### config.mk
export PLATFORM = sky130hd
export DESIGN_NAME = drf_refresh_sched
export DESIGN_NICKNAME = d
export VERILOG_FILES = /design/src/logic/drf_pkg.sv /design/src/logic/drf_refresh_sched.sv /design/src/logic/drf_bank_timer.sv
export SDC_FILE = /design/constraint.sdc
export NUM_CORES = 1
export LEC_CHECK = 0
export ABC_AREA = 1
export BUFFER_PORTS_ARGS = -buffer_cell sky130_fd_sc_hd__buf_2
export CAP_MARGIN = 5
export CORE_ASPECT_RATIO = 0.5
export CORE_MARGIN = 2
export CORE_UTILIZATION = 23
export DETAILED_ROUTE_END_ITERATION = 12
export PLACE_DENSITY_LB_ADDON = 0.2
export SETUP_SLACK_MARGIN = 0.1
export SLEW_MARGIN = 20
export SYNTH_ARGS = -nofsm -noshare
export SYNTH_HDL_FRONTEND = slang
export SYNTH_SLANG_ARGS = --single-unit
### constraint.sdc
create_clock -name i_clk -period 6.2 [get_ports i_clk]
set_input_delay 1.24 -clock i_clk [delete_from_list [all_inputs] [get_ports i_clk]]
set_output_delay 1.24 -clock i_clk [all_outputs]
set_load 0.005 [all_outputs]
### src/logic/drf_pkg.sv
// Package for the refresh command decoder and bank scheduler.
// Assumes one 40 MHz clock; timing constants are in ns with derived counts.
package drf_pkg;
  // ==========================================================================
  // Bank geometry
  localparam int         NUM_BANKS   = 8;
  localparam logic [2:0] BANK_RESET  = 3'h0;
  localparam logic [2:0] BANK_LAST   = 3'h7;
  // ==========================================================================
  // Timing
  localparam int CLK_PERIOD_NS   = 25;
  localparam int T_RFC_ALL_NS    = 130;
  localparam int T_RFC_BANK_NS   = 60;
  localparam int RFC_ALL_CYC     = (T_RFC_ALL_NS + CLK_PERIOD_NS - 1)
                                   / CLK_PERIOD_NS;
  localparam int RFC_BANK_CYC    = (T_RFC_BANK_NS + CLK_PERIOD_NS - 1)
                                   / CLK_PERIOD_NS;
  localparam logic [7:0] RFC_ALL_CNT  = 8'(RFC_ALL_CYC);
  localparam logic [7:0] RFC_BANK_CNT = 8'(RFC_BANK_CYC);
  // ==========================================================================
  // Command pin positions
  localparam int CA_BIT0 = 0;
  localparam int CA_BIT1 = 1;
  localparam int CA_BIT2 = 2;
  localparam int CA_BIT3 = 3;
endpackage

### src/logic/drf_refresh_sched.sv
// Device-side refresh command decoder and per-bank refresh scheduler.
// Assumes command pins are synchronous to i_clk and the controller keeps
// its own spacing; the device only tracks and reports what it is doing.
`timescale 1ns/10ps
// Functional notes
// - Refresh is chip select low, bit0 low, bit1 low, bit2 high.
// - Bit3 low means per-bank refresh, bit3 high means all-bank.
// - Per-bank refresh hits counter bank, counter steps 0..7 and wraps.
// - Counter clears on reset command and on self refresh exit.
// - All-bank refresh also clears the bank counter.
// - Only the refreshed bank is busy; other banks stay usable.
// - After per-bank refresh cycle, the refreshed bank is idle.
// - After all-bank cycle all banks idle; controller waits full time.
module drf_refresh_sched (
  input  wire logic       i_clk,
  input  wire logic       i_sys_rst,
  input  wire logic       i_cs_n,
  input  wire logic [3:0] i_cmd_addr,
  input  wire logic       i_reset_cmd,
  input  wire logic       i_self_refresh_exit,
  output logic [2:0]      o_bank_counter,
  output logic [7:0]      o_bank_busy,
  output logic            o_all_refresh_busy,
  output logic            o_per_bank_refresh,
  output logic            o_all_bank_refresh
);
  typedef enum logic [1:0] {DRF_IDLE, DRF_ALL_BUSY} drf_state_e;

  drf_state_e  state_r;
  logic [2:0]  bank_r;
  wire  [7:0]  busy_w;
  logic [7:0]  start_w;
  logic [7:0]  all_cnt_r;
  logic [7:0]  busy_r;
  logic        all_busy_r;
  logic        pb_pulse_r;
  logic        ab_pulse_r;
  logic        is_ref;
  logic        is_pb;
  logic        is_ab;

  // Bank step with wrap after the last bank
  function automatic logic [2:0] drf_next_bank(input logic [2:0] b);
    drf_next_bank = (b == drf_pkg::BANK_LAST) ? drf_pkg::BANK_RESET
                                              : 3'(b + 3'h1);
  endfunction

  // ==========================================================================
  // Command decode
  // Refresh pattern on the rising edge
  assign is_ref = !i_cs_n && !i_cmd_addr[drf_pkg::CA_BIT0]
                  && !i_cmd_addr[drf_pkg::CA_BIT1]
                  && i_cmd_addr[drf_pkg::CA_BIT2];
  assign is_pb = is_ref && !i_cmd_addr[drf_pkg::CA_BIT3];
  assign is_ab = is_ref && i_cmd_addr[drf_pkg::CA_BIT3];

  // ==========================================================================
  // Bank counter
  // Clears win over stepping so the controller copy stays aligned
  always_ff @(posedge i_clk or posedge i_sys_rst) begin
    if (i_sys_rst) begin
      bank_r <= drf_pkg::BANK_RESET;
    end else if (i_reset_cmd || i_self_refresh_exit) begin
      bank_r <= drf_pkg::BANK_RESET;
    end else if (is_ab) begin
      bank_r <= drf_pkg::BANK_RESET;
    end else if (is_pb) begin
      bank_r <= drf_next_bank(bank_r);
    end
  end

  // ==========================================================================
  // Per-bank timers; only the targeted bank starts, others stay usable
  // One-hot start for the bank the counter points at; the other banks keep
  // running, since only the refreshed bank is taken out of service
  assign start_w = is_pb ? (8'h01 << bank_r) : 8'h00;
  genvar g;
  generate
    for (g = 0; g < drf_pkg::NUM_BANKS; g++) begin : g_bank
      drf_bank_timer u_timer (
        .i_clk     (i_clk),
        .i_sys_rst (i_sys_rst),
        .i_start   (start_w[g]),
        .i_count   (drf_pkg::RFC_BANK_CNT),
        .o_busy    (busy_w[g])
      );
    end
  endgenerate

  // ==========================================================================
  // All-bank refresh cycle tracking
  always_ff @(posedge i_clk or posedge i_sys_rst) begin
    if (i_sys_rst) begin
      state_r   <= DRF_IDLE;
      all_cnt_r <= 8'h00;
    end else begin
      case (state_r)
        DRF_IDLE: begin
          if (is_ab) begin
            state_r   <= DRF_ALL_BUSY;
            all_cnt_r <= drf_pkg::RFC_ALL_CNT;
          end
        end
        DRF_ALL_BUSY: begin
          if (all_cnt_r == 8'h01) begin
            state_r   <= DRF_IDLE;
            all_cnt_r <= 8'h00;
          end else begin
            all_cnt_r <= all_cnt_r - 8'h01;
          end
        end
        default: begin
          state_r   <= DRF_IDLE;
          all_cnt_r <= 8'h00;
        end
      endcase
    end
  end

  // ==========================================================================
  // Registered outputs
  // Busy bits drop when a timer ends, leaving the bank idle
  always_ff @(posedge i_clk or posedge i_sys_rst) begin
    if (i_sys_rst) begin
      busy_r     <= 8'h00;
      all_busy_r <= 1'b0;
      pb_pulse_r <= 1'b0;
      ab_pulse_r <= 1'b0;
    end else begin
      busy_r     <= busy_w | start_w;
      // Command edge is the first busy cycle, so drop after the last count
      all_busy_r <= ((state_r == DRF_ALL_BUSY) && (all_cnt_r != 8'h01))
                    || is_ab;
      pb_pulse_r <= is_pb;
      ab_pulse_r <= is_ab;
    end
  end

  assign o_bank_counter     = bank_r;
  assign o_bank_busy        = busy_r;
  assign o_all_refresh_busy = all_busy_r;
  assign o_per_bank_refresh = pb_pulse_r;
  assign o_all_bank_refresh = ab_pulse_r;
endmodule

### src/logic/drf_bank_timer.sv
// One bank's refresh busy timer.
// Assumes the start pulse and load count come from the scheduler.
`timescale 1ns/10ps
module drf_bank_timer (
  input  wire logic       i_clk,
  input  wire logic       i_sys_rst,
  input  wire logic       i_start,
  input  wire logic [7:0] i_count,
  output logic            o_busy
);
  logic [7:0] cnt_r;
  // ==========================================================================
  // Countdown; bank idle again when it reaches zero
  always_ff @(posedge i_clk or posedge i_sys_rst) begin
    if (i_sys_rst) begin
      cnt_r <= 8'h00;
    end else if (i_start) begin
      // Start edge is the first busy cycle, so one count less remains
      cnt_r <= i_count - 8'h01;
    end else if (cnt_r != 8'h00) begin
      cnt_r <= cnt_r - 8'h01;
    end
  end
  assign o_busy = (cnt_r != 8'h00);
endmodule

==> metrics.yaml, run 1 <==
run_status: "complete, no violations"
hpwlAfterDp_um: 6980
fin_cells: 949
standard_cell_with_the_maximum_stage_delay_on_the_critical_path: "sky130_fd_sc_hd__dfrtp_1"
setup_ws_ns: 3.98
numPlacedInstances: 933
critical_path.cell_chain: "buf_2"
crit_type: "reg2out"
grt_first_pass_wirelength_um: 17300
netlist.area_leader.share: 0.449
vias_per_cell: 4.03
timing.hold.worst.class: "reg2reg"
irDropWorstVdd_v: 0.000105
filler_cell_count: 2222
synthesis.nets: 671
place_congestion: 0.770
grt_overflow: 0
synth_ff_type: "sky130_fd_sc_hd__dfrtp_1"
yosys.area_share.xor_xnor: 0.0488
dr_total_vias: 3820
synth_area_per_cell_um2: 7.59
chipHeight_um: 107
core_area_um2: 20600
post_route_cells_drive_above_1_share: 0.0784
relative_area_change_from_synthesis_to_final_layout_pct: 16.1
syn_area_um2: 4840
setup_violations: 0
worst_clock_skew_ns: 0.00692
synthAdderAreaFrac: 0.0620
worst_setup_path_start_kind: "register"
netlist_cell_types: 23
report.final.slew_viol_count: 0
ys_ff_latch: 87
seq_area_frac_synth: 0.449
synthMuxAreaShare: 0
max_cap_violations: 0
maximum_number_of_pins_on_one_net_before_global_route_repair: 69
drt_drc_violations_left: 0
count_of_instances_resized_after_the_clock_tree_is_built: 0
clk-insertion-delay-late_ns: 0.34
design_power_total_uw: 2470
worst-path-buf-inv: 1
total_i_o_pin_count: 23
synthArstFlopShare: 1.00
period_minus_ws_final_ns: 2.22
cts.root.buffer_cell: "sky130_fd_sc_hd__clkbuf_16"
synth_area_leader_cell: "sky130_fd_sc_hd__dfrtp_1"
fp.dieArea_um2: 22300
simple_gate_share_of_the_synthesized_area: 0.306
min_period_over_period: 0.359
netlist_top_cells_area: "sky130_fd_sc_hd__dfrtp_1 45%, sky130_fd_sc_hd__nand2_1 11%, sky130_fd_sc_hd__inv_1 8.4%"
wl_um: 9740
worst-slew-pin-transition_ns: 0.897
synth_compound_gate_area_share: 0.0439
total_leakage_power_uw: 0.00295
place_worst_setup_slack_ns: 3.65
powerDensity_nw_per_um2: 440
antenna_found_initial: 0
max-clock-path-buffers: 2
portBuffers: 22
clock-sinks: 87
violation_count_after_the_first_detailed_routing_iteration: 201
buffer_count_from_post_cts_setup_fixing: 0
ant_nets: 0
insertedDiodeCount: 0
drt_pass1_iterations: 4
worst_setup_path_end_kind: "output port"
dieWidth_um: 209
gate_count_of_the_mapped_netlist: 638
cts-buffers-inserted: 9
cp_slowest_stage_delay_ns: 0.48
cts_htree_levels: 3
timing.setup.tns_ns: 0
num_rows: 37
avgRoutedWirePerCell_um: 10.3
max_clock_freq_ghz: 0.450
synth_top_family_by_area: "simple AND/OR/NAND/NOR gates"
unrepaired_setup_endpoints_after_global_routing: "false"
critical_path_maximum_fanout: 6
cts_tree: "built"
design.final.nets: 704
synth_edf_count: 0
clkTransAtPathRegs_ns: 0.06
hold_viol_final: 0
maxSlewHeadroom: 0.402
worst_path_dominant_cell_family: "flip-flops"
grt_util_all_layers: 0.0959
cts_hold_buf: 0
grt_pass1_vias: 3749
yosysWarnings: 0
critical_path_required_ns: 4.96
synth.top_cells.by_count: "142 x sky130_fd_sc_hd__nand2_1, 109 x sky130_fd_sc_hd__inv_1, 104 x sky130_fd_sc_hd__nor2_1"
cp_data_arrival_time_ns: 0.98
most_frequent_cell_after_synthesis: "sky130_fd_sc_hd__nand2_1"
start_util: 0.235
-- layer usage --
| metal | vias up | global-route usage | wire [um] |
|---|---|---|---|
| li1 | 2044 | - | - |
| met1 | 1739 | 0.122 | 4940 |
| met2 | 28 | 0.160 | 4430 |
| met3 | 9 | 0.0228 | 241 |
| met4 | 0 | 0.0327 | 130 |
| met5 | - | 0 | 0 |
-- stage by stage --
step / util / hold slack, ns / area (um^2)
5_1_grt: 0.273 / 0.506 / 5630
6_report: 0.273 / 0.472 / 5630
3_3_place_gp: 0.257 / 0.456 / 5300
3_5_place_dp: 0.257 / 0.462 / 5300
4_1_cts: 0.273 / 0.476 / 5630
2_1_floorplan: - / 0.442 / 4840
-- power breakdown --
part	leakage [uW]	switching [uW]	internal, uW
logic	0.00178	545	373
registers	0.00102	173	790
clock network	0.000160	217	375
total	0.00295	935	1540
-- layout by cell type, fill, tap and decap left out, drive strengths merged --
master  count
a21oi      12
buf        23
bufinv      2
clkbuf     13
clkinv      2
dfrtp      87
ha         24
inv       113
nand2     149
nand3      67
nand3b      3
nand4      12
nor2      107
nor3        1
nor3b       4
o211ai      3
o21ai      26
or2         1
xnor2       8
xor2       19
-- worst paths after layout --
| path | from | to | slack (ns) | cells past startpoint |
|---|---|---|---|---|
| max | o_bank_counter[2] | o_bank_counter[2] | 3.98 | 1 |
| min | g_bank[5].u_timer.cnt_r[0] | g_bank[5].u_timer.cnt_r[0] | 0.47 | 2 |
| max reg2reg | g_bank[2].u_timer.cnt_r[0] | g_bank[2].u_timer.cnt_r[5] | 4.49 | 6 |
| min reg2reg | g_bank[5].u_timer.cnt_r[0] | g_bank[5].u_timer.cnt_r[0] | 0.47 | 2 |
| max in group asynchronous | i_sys_rst | g_bank[7].u_timer.cnt_r[2] | 4.19 | 3 |
| min in group asynchronous | i_sys_rst | o_bank_busy[6] | 0.83 | 2 |
-- cells by family after synthesis --
kind of cell | count (synthesis)
adders and majority gates | 24
xor gates and xnor gates | 27
buffers and inverters | 115
and+or+nand+nor | 344
AOI/OAI and AO/OA | 41
DFF | 87
-- state kept, by name, summed over array words and instances (netlist names) --
| name | count |
|---|---|
| o_all_refresh_busy | 1 |
| all_cnt_r | 8 |
| o_bank_busy | 8 |
| o_per_bank_refresh | 1 |
| g_bank.u_timer.cnt_r | 64 |
| o_all_bank_refresh | 1 |
| state_r | 1 |
| o_bank_counter | 3 |
-- layout make-up --
class	count	area, um^2	share of cell area
tap	273	342	0.0607
clock inverter	3	65.1	0.0116
timing repair buffer	23	118	0.0209
multi-input combinational	436	2230	0.397
sequential	87	2180	0.387
inverter	114	430	0.0765
clock buffer	13	260	0.0463
Power figures use the tool's default switching activity.
==> run 2: changes to the inputs <==
- clock period: 6.2 -> 1.9 ns (I/O delays scaled with it)
==> metrics.yaml, run 2 (synthesis gave the netlist of run 1 again) <==
clkTransAtPathRegs_ns: 0.07  # about the same
cts.root.buffer_cell: "sky130_fd_sc_hd__clkbuf_16"
power_switching_share: 0.380  # +0.00186
portBuffers: 22  # unchanged
wl_um: 9960  # +2.3%
filler_cell_count: 2225  # +0.14%
cts_hold_buf: 0  # unchanged
insertedDiodeCount: 0  # unchanged
report.final.slew_viol_count: 0  # unchanged
total_leakage_power_uw: 0.00297  # +0.67%
clk-insertion-delay-late_ns: 0.34  # about the same
grt_first_pass_wirelength_um: 17800  # +3.1%
cts_htree_levels: 3  # unchanged
multi_input_area_um2: 2240  # +0.11%
grt_pass1_vias: 3825  # +2.0%
total_i_o_pin_count: 23  # unchanged
timing.setup.tns_ns: 0  # unchanged
max_clock_freq_ghz: 0.628
layout_commonest_cell: "sky130_fd_sc_hd__nand2_1"
seq_power_share: 0.382  # -0.007
setup_violations: 0  # unchanged
rr_worst_depth: 7  # +1
worst_setup_path_end_kind: "register"
vias_per_cell: 4.06  # +0.78%
fin_util: 0.276  # +0.00286
relative_area_change_from_synthesis_to_final_layout_pct: 17.4
cp_data_arrival_time_ns: 1.80  # +0.82 ns
core_area_um2: 20600  # unchanged
critical_path_maximum_fanout: 7  # +1
timing.rr.end: "g_bank[0].u_timer.cnt_r[7]"
antenna_found_initial: 0  # unchanged
run_status: "complete, no violations"
period_minus_ws_final_ns: 1.59
grt_overflow: 0  # unchanged
ant_nets: 0  # unchanged
max-clock-path-buffers: 2  # unchanged
maxSlewHeadroom: 0.699  # +0.297
fin_cells: 952  # +0.32%
startpoint: "g_bank[0].u_timer.cnt_r[0]"
place_congestion: 0.809  # +5.0%
hpwlAfterDp_um: 7270  # +4.2%
start_util: 0.235  # unchanged
timing.reg2reg.setup_slack_ns: 0.31  # -4.18 ns
grt_util_all_layers: 0.0976  # +0.00169
dr_total_vias: 3862  # +1.1%
powerDensity_nw_per_um2: 1450  # +230%
design.final.nets: 707  # +0.43%
crit_type: "reg2reg"
max_cap_violations: 0  # unchanged
worst_clock_skew_ns: 0.00966  # +0.00274 ns
drt_drc_violations_left: 0  # unchanged
power_frac_comb: 0.368  # -0.003
fp.dieArea_um2: 22300  # unchanged
register_with_the_most_flip_flops: "g_bank.u_timer.cnt_r"
most_used_cells_in_the_layout_excluding_fill_and_tap_cells: "142 x sky130_fd_sc_hd__nand2_1, 108 x sky130_fd_sc_hd__inv_1, 103 x sky130_fd_sc_hd__nor2_1, 87 x sky130_fd_sc_hd__dfrtp_1, 67 x sky130_fd_sc_hd__nand3_1"
worst-slew-pin-transition_ns: 0.452  # -0.445 ns
clock-sinks: 87  # unchanged
cts_tree: "built"
reg2reg_launch_point: "g_bank[0].u_timer.cnt_r[0]"
avgRoutedWirePerCell_um: 10.5  # +2.0%
chipHeight_um: 107  # unchanged
p_clk_frac: 0.250  # +0.011
intPower_uw: 5110  # +230%
violation_count_after_the_first_detailed_routing_iteration: 262  # +30%
p_switching_uw: 3130  # +230%
worst_setup_path_start_kind: "register"
design_power_total_uw: 8230  # +230%
maximum_number_of_pins_on_one_net_before_global_route_repair: 56  # -19%
irDropWorstVdd_v: 0.000477  # +360%
critical_path_required_ns: 2.11  # -2.85 ns
largest_register_ffs: 64  # unchanged
unrepaired_setup_endpoints_after_global_routing: "false"
min_period_over_period: 0.837
dpl_cell_area_um2: 5340  # +0.68%
num_rows: 37  # unchanged
final-seq-area_um2: 2180  # unchanged
timing.hold.worst.class: "in2async"
cts-buffers-inserted: 9  # unchanged
dieWidth_um: 209  # unchanged
post_route_cells_drive_above_1_share: 0.0869  # +0.00849
drt_pass1_iterations: 4  # unchanged
numPlacedInstances: 936  # +0.32%
hold_viol_final: 0  # unchanged
final_cell_area_um2: 5680  # +1.0%
[run 2: changes by cell type in the layout (fill, tap and decap cells not counted)]
cell	change
sky130_fd_sc_hd__inv_6	+1
sky130_fd_sc_hd__bufinv_16	+1
sky130_fd_sc_hd__nor2_2	+1
sky130_fd_sc_hd__clkbuf_1	-2
sky130_fd_sc_hd__clkinvlp_4	+2
sky130_fd_sc_hd__nor2_1	-1
sky130_fd_sc_hd__inv_4	-1
sky130_fd_sc_hd__buf_12	+1
sky130_fd_sc_hd__clkinv_4	+1
sky130_fd_sc_hd__buf_4	+2
sky130_fd_sc_hd__clkbuf_8	-2
[run 2: critical path, cell delays in order, from the launching register on]
cell,delay (ns)
sky130_fd_sc_hd__dfrtp_1,0.38
sky130_fd_sc_hd__inv_1,0.16
sky130_fd_sc_hd__ha_1,0.18
sky130_fd_sc_hd__nand2_1,0.05
sky130_fd_sc_hd__nor2_1,0.12
sky130_fd_sc_hd__nand2_1,0.17
sky130_fd_sc_hd__nor2_1,0.31
sky130_fd_sc_hd__nor2_1,0.09
[run 2: timing repair]
action	in CTS	in global routing
endpoints found under the setup margin	0	4
resized for setup	0	1
hold endpoints to repair	0	0
buffers inserted	0	0
[run 2: per-stage QoR]
stage	hold WS [ns]	setup WS [ns]
final	0.120	0.309
after global routing	0.150	0.112
after CTS	0.132	0.286
after detailed placement	0.472	0.201
after global placement	0.459	0.232
after floorplan	0.442	0.501
[run 2: how the worst max path moves through the flow]
stage	end	slack (ns)	cells past startpoint
finish	g_bank[0].u_timer.cnt_r[7]	0.31	7
global route	g_bank[0].u_timer.cnt_r[7]	0.11	7
CTS	g_bank[0].u_timer.cnt_r[6]	0.29	7
detailed placement	g_bank[1].u_timer.cnt_r[7]	0.20	7
global placement	g_bank[1].u_timer.cnt_r[4]	0.23	7
floorplan	g_bank[2].u_timer.cnt_r[5]	0.50	6
[run 2: layout make-up]
cell class / instances / area share
Multi-Input combinational cell: 436 / 0.393
Sequential cell: 87 / 0.383
Inverter: 114 / 0.0759
Tap cell: 273 / 0.0601
Clock buffer: 9 / 0.0396
Timing Repair Buffer: 26 / 0.0269
Clock inverter: 7 / 0.0211
[run 2: layer usage]
layer / wire length (um) / GRT usage / part of all wire
met5: 0 / 0 / 0
met1: 4940 / 0.122 / 0.50
met4: 106 / 0.0265 / 0.011
met3: 255 / 0.0226 / 0.026
met2: 4660 / 0.170 / 0.47
[run 2: power groups by stage]
stage	sequential, uW	clock, uW	combinational (uW)
2_1_floorplan	3020	0	2540
3_5_place_dp	3170	0	3080
5_1_grt	3250	2220	3650
3_3_place_gp	3170	0	3020
4_1_cts	3150	2140	3090
6_report	3150	2060	3030
==> run 3: changes to the inputs <==
- clock period: 1.9 -> 1.5 ns (I/O delays scaled with it)
==> metrics.yaml, run 3 (synthesis gave the netlist of run 1 again) <==
max-clock-path-buffers: 2  # unchanged
report.final.slew_viol_count: 0  # unchanged
largest_register_ffs: 64  # unchanged
relative_area_change_from_synthesis_to_final_layout_pct: 23.7
cts-buffers-inserted: 9  # unchanged
portBuffers: 22  # unchanged
grt_first_pass_wirelength_um: 18100  # +1.3%
num_rows: 37  # unchanged
timing.setup.tns_ns: 0  # unchanged
maximum_number_of_pins_on_one_net_before_global_route_repair: 38  # -32%
unrepaired_setup_endpoints_after_global_routing: "false"
max_clock_freq_ghz: 0.753  # +20%
ant_nets: 0  # unchanged
clk-insertion-delay-late_ns: 0.35  # about the same
grt_util_all_layers: 0.0996  # +0.00204
filler_cell_count: 2212  # -0.58%
cp_data_arrival_time_ns: 1.56  # -0.24 ns
total_leakage_power_uw: 0.00311  # +4.6%
whs_ns: 0.241  # +0.120 ns
powerDensity_nw_per_um2: 1770  # +22%
irDropWorstVdd_v: 0.000490  # +2.8%
antenna_found_initial: 0  # unchanged
grt_overflow: 0  # unchanged
hpwlAfterDp_um: 7340  # +0.86%
numPlacedInstances: 953  # +1.8%
critical_path_required_ns: 1.73  # -0.38 ns
maxSlewHeadroom: 0.723  # +0.0244
fin_util: 0.291  # +0.0149
worst_setup_path_end_kind: "register"
critical_path_maximum_fanout: 6  # -1
violation_count_after_the_first_detailed_routing_iteration: 199  # -24%
cts_htree_levels: 3  # unchanged
dr_total_vias: 4024  # +4.2%
drt_pass1_iterations: 4  # unchanged
wl_um: 10300  # +3.5%
period_minus_ws_final_ns: 1.33  # -0.264 ns
most_used_cells_in_the_layout_excluding_fill_and_tap_cells: "134 x sky130_fd_sc_hd__nand2_1, 97 x sky130_fd_sc_hd__inv_1, 91 x sky130_fd_sc_hd__nor2_1, 87 x sky130_fd_sc_hd__dfrtp_1, 65 x sky130_fd_sc_hd__nand3_1"
fp.dieArea_um2: 22300  # unchanged
avgRoutedWirePerCell_um: 10.6  # +1.1%
hold_viol_final: 0  # unchanged
setup_violations: 0  # unchanged
cts.root.buffer_cell: "sky130_fd_sc_hd__clkbuf_16"
clock-sinks: 87  # unchanged
clkTransAtPathRegs_ns: 0.07  # about the same
chipHeight_um: 107  # unchanged
drt_drc_violations_left: 0  # unchanged
fin_cells: 975  # +2.4%
worst_setup_path_start_kind: "register"
run_status: "complete, no violations"
grt_pass1_vias: 3905  # +2.1%
start_util: 0.235  # unchanged
crit_type: "reg2reg"
insertedDiodeCount: 0  # unchanged
core_area_um2: 20600  # unchanged
timing.hold.worst.class: "in2reg"
total_i_o_pin_count: 23  # unchanged
vias_per_cell: 4.13  # +1.7%
dieWidth_um: 209  # unchanged
worst-slew-pin-transition_ns: 0.415  # -0.0375 ns
post_route_cells_drive_above_1_share: 0.178  # +0.0912
min_period_over_period: 0.885  # +0.0475
max_cap_violations: 0  # unchanged
place_congestion: 0.821  # +1.6%
layout_commonest_cell: "sky130_fd_sc_hd__nand2_1"
worst_clock_skew_ns: 0.00768  # -0.00198 ns
cts_tree: "built"
register_with_the_most_flip_flops: "g_bank.u_timer.cnt_r"
design.final.nets: 730  # +3.3%
-- run 3: changes by cell type in the layout (fill, tap and decap cells not counted), sizes merged --
cell,before,now
clkbuf,9,14
nand2,149,150
buf,26,47
bufinv,3,0
dlygate4sd3,0,1
inv,113,112
clkinvlp,2,1
-- run 3: per-stage QoR --
stage	instance area, um^2	total power [uW]	worst slack (ns)
floorplan	4850	7050	0.101
global placement	5480	8040	0.0176
detailed placement	5480	8080	-0.0308
CTS	5810	10400	0.110
global route	5990	11700	0.0769
finish	5990	10600	0.173
-- run 3: power breakdown --
part | switching (uW) | internal [uW]
clock network | 944 | 1260
registers | 807 | 3260
logic | 2440 | 1860
total | 4190 | 6390
-- run 3: worst paths after layout --
| check | startpoint | cells past startpoint | slack [ns] | end |
|---|---|---|---|---|
| max in group asynchronous | i_sys_rst | 4 | 0.48 | g_bank[7].u_timer.cnt_r[4] |
| setup reg to reg | g_bank[1].u_timer.cnt_r[1] | 6 | 0.17 | g_bank[1].u_timer.cnt_r[1] |
| min in group asynchronous | i_sys_rst | 3 | 0.49 | all_cnt_r[1] |
| hold / removal | i_cmd_addr[3] | 2 | 0.24 | o_per_bank_refresh |
| setup / recovery | g_bank[1].u_timer.cnt_r[1] | 6 | 0.17 | g_bank[1].u_timer.cnt_r[1] |
| hold reg to reg | g_bank[5].u_timer.cnt_r[0] | 2 | 0.47 | g_bank[5].u_timer.cnt_r[0] |
-- run 3: critical path, cell delays in order, from the launching register on --
cell and delay [ns]:
sky130_fd_sc_hd__dfrtp_1 0.40, sky130_fd_sc_hd__inv_2 0.07, sky130_fd_sc_hd__ha_1 0.13, sky130_fd_sc_hd__nor3b_4 0.26, sky130_fd_sc_hd__nand2_4 0.12, sky130_fd_sc_hd__o21ai_0 0.16, sky130_fd_sc_hd__nand2_1 0.06
-- run 3: area by class of cell --
class | count | area, um^2 | share of cell area
multi-input combinational | 437 | 2420 | 0.403
sequential | 87 | 2180 | 0.363
inverter | 114 | 432 | 0.0721
tap | 273 | 342 | 0.0570
timing repair buffer | 48 | 337 | 0.0562
clock buffer | 14 | 274 | 0.0457
clock inverter | 2 | 13.8 | 0.00230
-- run 3: what timing repair did --
| action | CTS | global route |
|---|---|---|
| pin swaps | 3 | 8 |
| cloned | 1 | 0 |
| setup buffers | 0 | 4 |
| hold buffers | 1 | 0 |
| hold endpoints to repair | 14 | 0 |
| gates resized for setup | 8 | 53 |
| endpoints found under the setup margin | 19 | 51 |
-- run 3: per-layer routing --
metal	share of wire	track usage	wire (um)
met1	0.50	0.122	5130
met5	0	0	0
met4	0.012	0.0311	125
met3	0.025	0.0296	256
met2	0.47	0.169	4800
